--- config.mk ---
export PLATFORM = sky130hd
export DESIGN_NAME = rcc_readout
export DESIGN_NICKNAME = d
export VERILOG_FILES = /design/src/logic/rcc_pkg.sv /design/src/logic/rcc_readout.sv
export SDC_FILE = /design/constraint.sdc
export NUM_CORES = 1
export LEC_CHECK = 0
export BUFFER_PORTS_ARGS = -buffer_cell sky130_fd_sc_hd__buf_2
export CAP_MARGIN = 30
export CORE_MARGIN = 2
export CORE_UTILIZATION = 40
export DETAILED_ROUTE_END_ITERATION = 8
export PLACE_DENSITY_LB_ADDON = 0.1
export SLEW_MARGIN = 20
export SYNTH_ARGS = -nofsm -noshare
export SYNTH_HDL_FRONTEND = slang
export SYNTH_SLANG_ARGS = --single-unit
--- constraint.sdc ---
create_clock -name pclk -period 4.49 [get_ports pclk]
set_clock_uncertainty 0.15 [all_clocks]
set_input_delay 0.2245 -clock pclk [delete_from_list [all_inputs] [get_ports pclk]]
set_output_delay 0.2245 -clock pclk [all_outputs]
set_load 0.01 [all_outputs]
--- src/logic/rcc_pkg.sv ---
// constants for the rail a charge counter readout block
`default_nettype none
package rcc_pkg;
	// register indices; byte address is four times the index
	localparam logic [7:0] MODE_IDX = 8'h12;
	localparam logic [7:0] HIGH_IDX = 8'h13;
	localparam logic [7:0] LOW_IDX = 8'h14;
	localparam logic [7:0] CMD_IDX = 8'h20;
	localparam logic [7:0] CTRL_IDX = 8'h21;
	localparam logic [7:0] CAL_IDX = 8'h22;

	// mode status fields
	localparam int MODE_LSB = 0;
	localparam int MODE_W = 2;
	localparam logic [1:0] MODE_RESET = 2'h0;

	// command bits, write-only
	localparam int CLEAR_BIT = 5;
	localparam int CAL_START_BIT = 4;

	// control fields
	localparam int PRESCALE_LSB = 0;
	localparam int PRESCALE_W = 3;
	localparam logic [2:0] PRESCALE_RESET = 3'h0;

	// calibration result fields
	localparam int CAL_COUNT_LSB = 0;
	localparam int CAL_MODE_LSB = 16;
	localparam int CAL_BUSY_BIT = 24;

	// counter reset values
	localparam logic [15:0] COUNT_RESET = 16'h0000;
	localparam logic [7:0] SHADOW_RESET = 8'h00;

	// calibration window
	localparam int CAL_TIME_US = 1000;
	localparam int CLK_MHZ = 50;
	localparam int CAL_CYCLES = CAL_TIME_US * CLK_MHZ;

	// converter modes of the first output rail
	typedef enum logic [1:0] {
		RCC_MODE_STEP_DOWN = 2'h0,
		RCC_MODE_AUTO = 2'h1,
		RCC_MODE_STEP_UP = 2'h2,
		RCC_MODE_PARALLEL_LINEAR = 2'h3
	} rcc_mode_e;

	// calibration sequencer states
	typedef enum logic [1:0] {
		RCC_CAL_IDLE = 2'b01,
		RCC_CAL_RUN = 2'b10
	} rcc_cal_state_e;
endpackage : rcc_pkg
`default_nettype wire

--- src/logic/rcc_readout.sv ---
// charge counter readout for the first output rail, apb slave
// Functional notes
// - mode status bits 1:0 report the present converter mode
// - calibration holds the converter in its captured mode
// - mode status does not update while it is addressed
// - high counter byte at index 0x13, read-only, resets to zero
// - each count equals a prescaler-set number of converter pulses
// - counter spans two bytes and updates while converter runs
// - counter updating stops while a counter byte is addressed
// - reading high byte copies low byte into shadow
// - reading low byte returns the shadow value
// - low counter byte at index 0x14, read-only
// - command bit 5 clears all counter bytes
// - command bit 4 starts calibration
//
// Our own choice: the APB slave port.
`timescale 1ns/1ps
`default_nettype none
module rcc_readout #(
	parameter int CAL_CYCLES = rcc_pkg::CAL_CYCLES,
	parameter int ADDR_W = 12
) (
	// clock and reset
	input wire logic pclk,
	input wire logic presetn,
	// apb slave
	input wire logic psel,
	input wire logic penable,
	input wire logic pwrite,
	input wire logic [ADDR_W-1:0] paddr,
	input wire logic [31:0] pwdata,
	input wire logic [3:0] pstrb,
	output logic [31:0] prdata,
	output logic pready,
	output logic pslverr,
	// converter side, asynchronous
	input wire logic [1:0] rail_a_converter_mode,
	input wire logic pfm_pulse,
	// mode hold to the converter
	output logic mode_hold,
	output logic [1:0] mode_hold_value
);

	// elaboration checks
	generate
		if (CAL_CYCLES < 1) begin : g_bad_cal
			$error("calibration window must be at least one cycle");
		end
		if (ADDR_W < 10) begin : g_bad_addr
			$error("address too narrow for the register map");
		end
		if (CAL_CYCLES / 2 > 65535) begin : g_bad_tally
			$error("calibration window too long for the pulse tally");
		end
	endgenerate

	// address match for one register index
	function automatic logic hits(input logic [ADDR_W-1:0] addr,
			input logic [7:0] idx);
		hits = (addr == ADDR_W'({idx, 2'b00}));
	endfunction : hits

	// one bit out of the write data
	function automatic logic wbit(input logic [31:0] data, input int pos);
		wbit = data[pos];
	endfunction : wbit

	// synchroniser stages
	logic [1:0] mode_meta_bus;
	logic [1:0] mode_sync;
	logic pulse_meta;
	logic pulse_sync;
	logic pulse_prev;
	logic pulse_edge;

	// register state
	logic [1:0] mode_status;
	logic [15:0] count;
	logic [7:0] shadow_low;
	logic [7:0] prescale_cnt;
	logic [7:0] prescale_div;
	logic [2:0] prescale_sel;

	// apb response
	logic ack_pending;
	logic [31:0] prdata_q;
	logic err_q;
	logic [31:0] next_prdata;
	logic next_err;
	logic xfer_done;
	logic rd_done;
	logic wr_done;

	// address decode
	logic at_mode;
	logic at_high;
	logic at_low;
	logic at_cmd;
	logic at_ctrl;
	logic at_cal;
	logic mapped;

	// freezes and strobes
	logic count_frozen;
	logic mode_frozen;
	logic clear_cmd;
	logic cal_start;
	logic count_tick;

	// calibration
	rcc_pkg::rcc_cal_state_e cal_state;
	logic [31:0] cal_timer;
	logic [15:0] cal_count;
	logic [1:0] cal_mode;
	logic cal_busy;

	// address decode
	assign at_mode = hits(paddr, rcc_pkg::MODE_IDX);
	assign at_high = hits(paddr, rcc_pkg::HIGH_IDX);
	assign at_low = hits(paddr, rcc_pkg::LOW_IDX);
	assign at_cmd = hits(paddr, rcc_pkg::CMD_IDX);
	assign at_ctrl = hits(paddr, rcc_pkg::CTRL_IDX);
	assign at_cal = hits(paddr, rcc_pkg::CAL_IDX);
	assign mapped = at_mode | at_high | at_low | at_cmd | at_ctrl | at_cal;

	// transfer completes on the cycle pready is high
	assign pready = psel & penable & ack_pending;
	assign pslverr = pready & err_q;
	assign prdata = prdata_q;
	assign xfer_done = pready;
	assign rd_done = xfer_done & ~pwrite;
	assign wr_done = xfer_done & pwrite & ~err_q;

	// command strobes, write-only and self clearing
	// clear command
	assign clear_cmd = wr_done & at_cmd & pstrb[0] &
		wbit(pwdata, rcc_pkg::CLEAR_BIT);
	assign cal_start = wr_done & at_cmd & pstrb[0] &
		wbit(pwdata, rcc_pkg::CAL_START_BIT);

	// freeze while addressed, from setup to the end of access
	// pulses in that span are lost, but the two bytes stay coherent
	// counter freeze
	assign count_frozen = psel & (at_high | at_low);
	assign mode_frozen = psel & at_mode;

	// two-stage synchronisers for the converter inputs
	// the two mode bits may resolve a cycle apart during a change
	always_ff @(posedge pclk or negedge presetn) begin
		if (!presetn) begin
			mode_meta_bus <= 2'h0;
			mode_sync <= 2'h0;
			pulse_meta <= 1'b0;
			pulse_sync <= 1'b0;
			pulse_prev <= 1'b0;
		end else begin
			mode_meta_bus <= rail_a_converter_mode;
			mode_sync <= mode_meta_bus;
			pulse_meta <= pfm_pulse;
			pulse_sync <= pulse_meta;
			pulse_prev <= pulse_sync;
		end
	end

	// rising edge of the synchronised pulse
	assign pulse_edge = pulse_sync & ~pulse_prev;

	// mode status register
	always_ff @(posedge pclk or negedge presetn) begin
		if (!presetn) begin
			mode_status <= rcc_pkg::MODE_RESET;
		end else if (mode_frozen) begin
			mode_status <= mode_status;
		end else if (cal_busy) begin
			mode_status <= cal_mode;
		end else begin
			mode_status <= mode_sync;
		end
	end

	// prescaler setting in the control register
	always_ff @(posedge pclk or negedge presetn) begin
		if (!presetn) begin
			prescale_sel <= rcc_pkg::PRESCALE_RESET;
		end else if (wr_done & at_ctrl & pstrb[0]) begin
			prescale_sel <= pwdata[rcc_pkg::PRESCALE_LSB +:
				rcc_pkg::PRESCALE_W];
		end
	end

	// pulses per count is two to the prescaler setting
	// the divisor tops out at 128, so eight bits hold it
	// prescaled count
	assign prescale_div = 8'h01 << prescale_sel;
	assign count_tick = pulse_edge & ~count_frozen &
		(prescale_cnt >= prescale_div - 8'h01);

	// prescaler; pulses seen while frozen are dropped
	always_ff @(posedge pclk or negedge presetn) begin
		if (!presetn) begin
			prescale_cnt <= 8'h00;
		end else if (clear_cmd) begin
			prescale_cnt <= 8'h00;
		end else if (pulse_edge & ~count_frozen) begin
			if (count_tick) begin
				prescale_cnt <= 8'h00;
			end else begin
				prescale_cnt <= prescale_cnt + 8'h01;
			end
		end
	end

	// sixteen-bit counter, clear wins over a tick
	always_ff @(posedge pclk or negedge presetn) begin
		if (!presetn) begin
			count <= rcc_pkg::COUNT_RESET;
		end else if (clear_cmd) begin
			count <= rcc_pkg::COUNT_RESET;
		end else if (count_tick) begin
			count <= count + 16'h0001;
		end
	end

	// low byte shadow
	// the counter is frozen through the access, so both bytes agree
	always_ff @(posedge pclk or negedge presetn) begin
		if (!presetn) begin
			shadow_low <= rcc_pkg::SHADOW_RESET;
		end else if (clear_cmd) begin
			shadow_low <= rcc_pkg::SHADOW_RESET;
		end else if (rd_done & at_high) begin
			shadow_low <= count[7:0];
		end
	end

	// calibration sequencer
	// a start while running is ignored; the window always runs out
	always_ff @(posedge pclk or negedge presetn) begin
		if (!presetn) begin
			cal_state <= rcc_pkg::RCC_CAL_IDLE;
			cal_timer <= 32'h00000000;
			cal_count <= 16'h0000;
			cal_mode <= rcc_pkg::MODE_RESET;
		end else begin
			unique case (cal_state)
				rcc_pkg::RCC_CAL_IDLE: begin
					if (cal_start) begin
						cal_mode <= mode_sync;
						cal_count <= 16'h0000;
						cal_timer <= 32'(CAL_CYCLES - 1);
						cal_state <= rcc_pkg::RCC_CAL_RUN;
					end
				end
				rcc_pkg::RCC_CAL_RUN: begin
					if (pulse_edge) begin
						cal_count <= cal_count + 16'h0001;
					end
					if (cal_timer == 32'h00000000) begin
						cal_state <= rcc_pkg::RCC_CAL_IDLE;
					end else begin
						cal_timer <= cal_timer - 32'h00000001;
					end
				end
				default: begin
					cal_state <= rcc_pkg::RCC_CAL_IDLE;
				end
			endcase
		end
	end

	assign cal_busy = (cal_state == rcc_pkg::RCC_CAL_RUN);

	// hold request to the converter, from a flip-flop so the pin is clean
	// force mode
	always_ff @(posedge pclk or negedge presetn) begin
		if (!presetn) begin
			mode_hold <= 1'b0;
		end else if (cal_state == rcc_pkg::RCC_CAL_IDLE) begin
			mode_hold <= cal_start;
		end else if (~cal_busy | (cal_timer == 32'h00000000)) begin
			mode_hold <= 1'b0;
		end
	end
	assign mode_hold_value = cal_mode;

	// read mux, captured in the first access cycle
	always_comb begin
		next_prdata = 32'h00000000;
		next_err = ~mapped;
		if (at_mode) begin
			next_prdata[rcc_pkg::MODE_LSB +: rcc_pkg::MODE_W] =
				mode_status;
		end else if (at_high) begin
			next_prdata[7:0] = count[15:8];
		end else if (at_low) begin
			next_prdata[7:0] = shadow_low;
		end else if (at_ctrl) begin
			next_prdata[rcc_pkg::PRESCALE_LSB +: rcc_pkg::PRESCALE_W] =
				prescale_sel;
		end else if (at_cal) begin
			next_prdata[rcc_pkg::CAL_COUNT_LSB +: 16] = cal_count;
			next_prdata[rcc_pkg::CAL_MODE_LSB +: 2] = cal_mode;
			next_prdata[rcc_pkg::CAL_BUSY_BIT] = cal_busy;
		end
		// writes to read-only registers are refused
		if (pwrite & (at_mode | at_high | at_low | at_cal)) begin
			next_err = 1'b1;
		end
		if (pwrite) begin
			next_prdata = 32'h00000000;
		end
	end

	// one wait state, then pready
	// data captured in the first access cycle stays put while pready stands
	always_ff @(posedge pclk or negedge presetn) begin
		if (!presetn) begin
			ack_pending <= 1'b0;
			prdata_q <= 32'h00000000;
			err_q <= 1'b0;
		end else if (psel & penable & ~ack_pending) begin
			ack_pending <= 1'b1;
			prdata_q <= next_prdata;
			err_q <= next_err;
		end else if (xfer_done) begin
			ack_pending <= 1'b0;
			err_q <= 1'b0;
		end
	end

endmodule : rcc_readout
`default_nettype wire

==> results.py <==
metrics = {
    "sta": {
        "final_critical_path_setup_slack_ns": 0.7874,
        "max_freq_mhz": 270.1,
        "max-slew-margin-rel": 0.3987,
        "final_max_slew_viol_count": 0,
        "sum_neg_setup_slack_ns": 0,
        "worstMarginPinSlew_ns": 0.8987,
        "final.min_clock_period_ns": 3.703,
        "hold_violations": 0,
        "finalSetupViolations": 0,
        "grt_setup_unrepaired": "false",
        "fin_crit_sh": 0.8246,
        "holdWs_ns": 0.05356,
    },
    "logic_synthesis": {
        "yosysTopAreaCellShare": 0.4855,
        "synth-seq-cells": 118,
        "postSynthCellCount": 622,
        "synth_top_cell_by_area": "sky130_fd_sc_hd__dfrtp_1",
        "synthDistinctLibCells": 63,
        "synth_sequential_area_ratio": 0.4898,
        "yosys-top-cells-count": "117 x sky130_fd_sc_hd__dfrtp_1, 81 x sky130_fd_sc_hd__nor2_1, 53 x sky130_fd_sc_hd__nand2_1",
        "syn-cell-area_um2": 6031,
        "post_synth_main_area_contributors": "sky130_fd_sc_hd__dfrtp_1 49%, sky130_fd_sc_hd__nor2_1 5.0%, sky130_fd_sc_hd__xor2_1 3.9%, sky130_fd_sc_hd__nand2_1 3.3%, sky130_fd_sc_hd__a21oi_1 2.8%",
        "synth_warnings": 0,
        "most_instantiated_flip_flop_cell_in_the_synthesis_netlist": "sky130_fd_sc_hd__dfrtp_1",
        "synth-edff-count": 0,
        "ys_async_sr_fraction": 1.000,
        "yosysMostFrequentCell": "sky130_fd_sc_hd__dfrtp_1",
        "syn_area_per_cell_um2": 9.696,
    },
    "power_and_ir_drop": {
        "p_total_mw": 2.727,
        "leakage_power_of_the_design_nw": 2.893,
        "p_int_mw": 2.062,
        "power_density_normalized_to_cell_area_nw_per_um2": 383.8,
        "max-vdd-ir-drop_mv": 0.2501,
        "combPwrFrac": 0.085,
        "power.share.clock": 0.488,
        "switching_share": 0.2441,
        "netSwitchingPower_uw": 665.8,
        "power.sequential.fraction": 0.427,
    },
    "clocking": {
        "htree_num_levels": 4,
        "post-cts-setup-buffer-count": 0,
        "clk-insertion-delay-late_ns": 0.42,
        "ctsResizeCount": 0,
        "cts_tree": "built",
        "max-clock-path-buffers": 2,
        "cts_hold_buf": 7,
        "cts.sink_count": 118,
        "cts_inserted_buffers": 17,
        "cts_root_buf": "sky130_fd_sc_hd__clkbuf_16",
        "worst_setup_hold_path_clk_slew_ns": 0.06,
    },
    "floorplan": {
        "floorplan.core_area_um2": 14640,
        "die-area_um2": 16080,
        "floorplan.rows": 44,
        "die_height_um": 126.8,
        "start_util": 0.4118,
        "fp.dieW_um": 126.8,
        "io-pin-count": 93,
    },
    "global_routing": {
        "grt_max_degree": 45,
        "grt_pass1_vias": 4701,
        "global_route.usage.total": 0.1884,
        "antenna_found_initial": 0,
        "grt.overflow.total": 0,
        "grt_first_pass_wirelength_mm": 23.68,
    },
    "cells_and_area": {
        "drive_gt1_frac": 0.1537,
        "stdcell_area_um2": 7106,
        "finalNetCount": 752,
        "area.growth.synth_to_final_pct": 17.82,
        "antenna_cells_inserted": 0,
        "final-instance-count-excl-fill": 880,
        "final_core_util": 0.4852,
    },
    "critical_path": {
        "setup.worst_path.class": "reg -> reg",
        "critical_path.startpoint_type": "flop",
        "critPathArrivalTime_ns": 3.88,
        "worstSetupEndpointType": "flop",
        "timing.critical_path.required_ns": 4.67,
        "crit_fanout": 15,
    },
    "detailed_routing": {
        "route.detailed.vias_per_inst": 5.447,
        "wl_per_cell_um": 16.29,
        "route.final.wire_length_mm": 14.33,
        "dr_total_vias": 4793,
        "drt_first_pass_iters": 5,
        "first_iter_violations": 284,
        "postRouteAntennaNets": 0,
        "drt_drc_violations_left": 0,
    },
    "placed_design": {
        "dp_hpwl_mm": 10.30,
        "place_inst": 840,
        "dpl_cell_area_um2": 6450,
        "dp_worst_setup_slack_ns": 0.8254,
        "portBuffers": 49,
        "place_congestion": 0.8268,
    },
    "min_path": {
        "min_path_type": "in -> reg",
    },
    "outcome": {
        "run_status": "complete, no violations",
    },
    "flow_run": {
        "cap_viol_max_count": 0,
    },
}
registers in the layout, indices dropped and copies added, names as in the netlist, 3 cells and up:
signal	flops
prescale_cnt	8
count	16
cal_timer	32
prescale_sel	3
shadow_low	8
cal_count	16
prdata	19
area by class of cell:
cell class | count | area (um2)
Tap cell | 184 | 230.2
Multi-Input combinational cell | 475 | 2915
Clock inverter | 9 | 100.1
Clock buffer | 23 | 478.0
Fill cell | 1390 | 7538
Timing Repair Buffer | 65 | 405.4
Inverter | 6 | 22.52
Sequential cell | 118 | 2954
critical path: stages, from the launching register on:
cell	delay [ns]
sky130_fd_sc_hd__dfrtp_1	0.45
sky130_fd_sc_hd__or3_1	0.42
sky130_fd_sc_hd__ha_1	0.28
sky130_fd_sc_hd__nor3_1	0.16
sky130_fd_sc_hd__a21oi_1	0.06
sky130_fd_sc_hd__o21a_1	0.18
sky130_fd_sc_hd__ha_1	0.29
sky130_fd_sc_hd__o2111ai_1	0.13
sky130_fd_sc_hd__o221ai_1	0.27
sky130_fd_sc_hd__nand3_1	0.48
sky130_fd_sc_hd__or4_1	0.57
sky130_fd_sc_hd__a21oi_1	0.16
placed cells by master, fill, tap and decap left out, types with 4 or more instances in the layout:
cell type and count:
sky130_fd_sc_hd__o21a_1 5, sky130_fd_sc_hd__clkinv_2 5, sky130_fd_sc_hd__or4_1 7, sky130_fd_sc_hd__nand2b_1 8, sky130_fd_sc_hd__xnor2_1 15, sky130_fd_sc_hd__a31oi_1 4
sky130_fd_sc_hd__nand2_1 53, sky130_fd_sc_hd__dlygate4sd3_1 7, sky130_fd_sc_hd__a222oi_1 5, sky130_fd_sc_hd__buf_2 48, sky130_fd_sc_hd__xor2_1 27, sky130_fd_sc_hd__or2_2 4
sky130_fd_sc_hd__dfrtp_1 117, sky130_fd_sc_hd__nor3_1 14, sky130_fd_sc_hd__mux2i_1 8, sky130_fd_sc_hd__buf_4 8, sky130_fd_sc_hd__or3_1 18, sky130_fd_sc_hd__ha_1 13
sky130_fd_sc_hd__and4_1 4, sky130_fd_sc_hd__mux2_2 6, sky130_fd_sc_hd__o21ai_0 28, sky130_fd_sc_hd__inv_1 6, sky130_fd_sc_hd__clkbuf_16 17, sky130_fd_sc_hd__and3_1 15
sky130_fd_sc_hd__a21oi_1 34, sky130_fd_sc_hd__nor4_1 10, sky130_fd_sc_hd__nand4_1 12, sky130_fd_sc_hd__nor2_1 81, sky130_fd_sc_hd__a22o_1 12, sky130_fd_sc_hd__conb_1 14
sky130_fd_sc_hd__nor2b_1 5, sky130_fd_sc_hd__o31ai_1 4, sky130_fd_sc_hd__nand3_1 25
power by group through the flow:
stage	Sequential, mW	Combinational (mW)	Clock [mW]
3_3_place_gp	1.18	0.220	0
2_1_floorplan	1.17	0.153	0
6_report	1.16	0.232	1.33
4_1_cts	1.16	0.235	1.36
5_1_grt	1.17	0.268	1.41
3_5_place_dp	1.18	0.228	0
routing by layer:
layer  GRT usage  wire length (um)  vias to the layer above
li1            -                 -                     2348
met1      0.2614              7074                     2331
met2      0.2938              6642                       97
met3     0.03754               421                       17
met4     0.07111               195                        0
met5           0                 0                        -
kinds of logic after synthesis:
family                   synth area share
other                            0.001245
flip-flops                         0.4898
AND/OR/NAND/NOR                    0.2369
adder cells (fa/ha/maj)           0.02697
buffers and inverters             0.03423
multiplexers                      0.02448
AO/OA/AOI/OAI                      0.1253
XOR/XNOR                          0.06100
worst paths after layout:
check                                                 start                  endpoint  slack, ns  depth (start not counted)
worst max-delay path            prescale_sel[2]$_DFFE_PN0P_      count[6]$_DFFE_PN0P_       0.79                         11
worst min-delay path                                penable         err_q$_DFFE_PN0P_       0.05                          3
worst max register to register  prescale_sel[2]$_DFFE_PN0P_      count[6]$_DFFE_PN0P_       0.79                         11
worst min register to register         pulse_meta$_DFF_PN0_      pulse_sync$_DFF_PN0_       0.20                          0
max in group asynchronous                           presetn  cal_state[0]$_DFFE_PN1P_       3.08                          3
min in group asynchronous                           presetn    prdata[14]$_DFFE_PN0P_       0.22                          2
(Power assumes the default switching activity.)
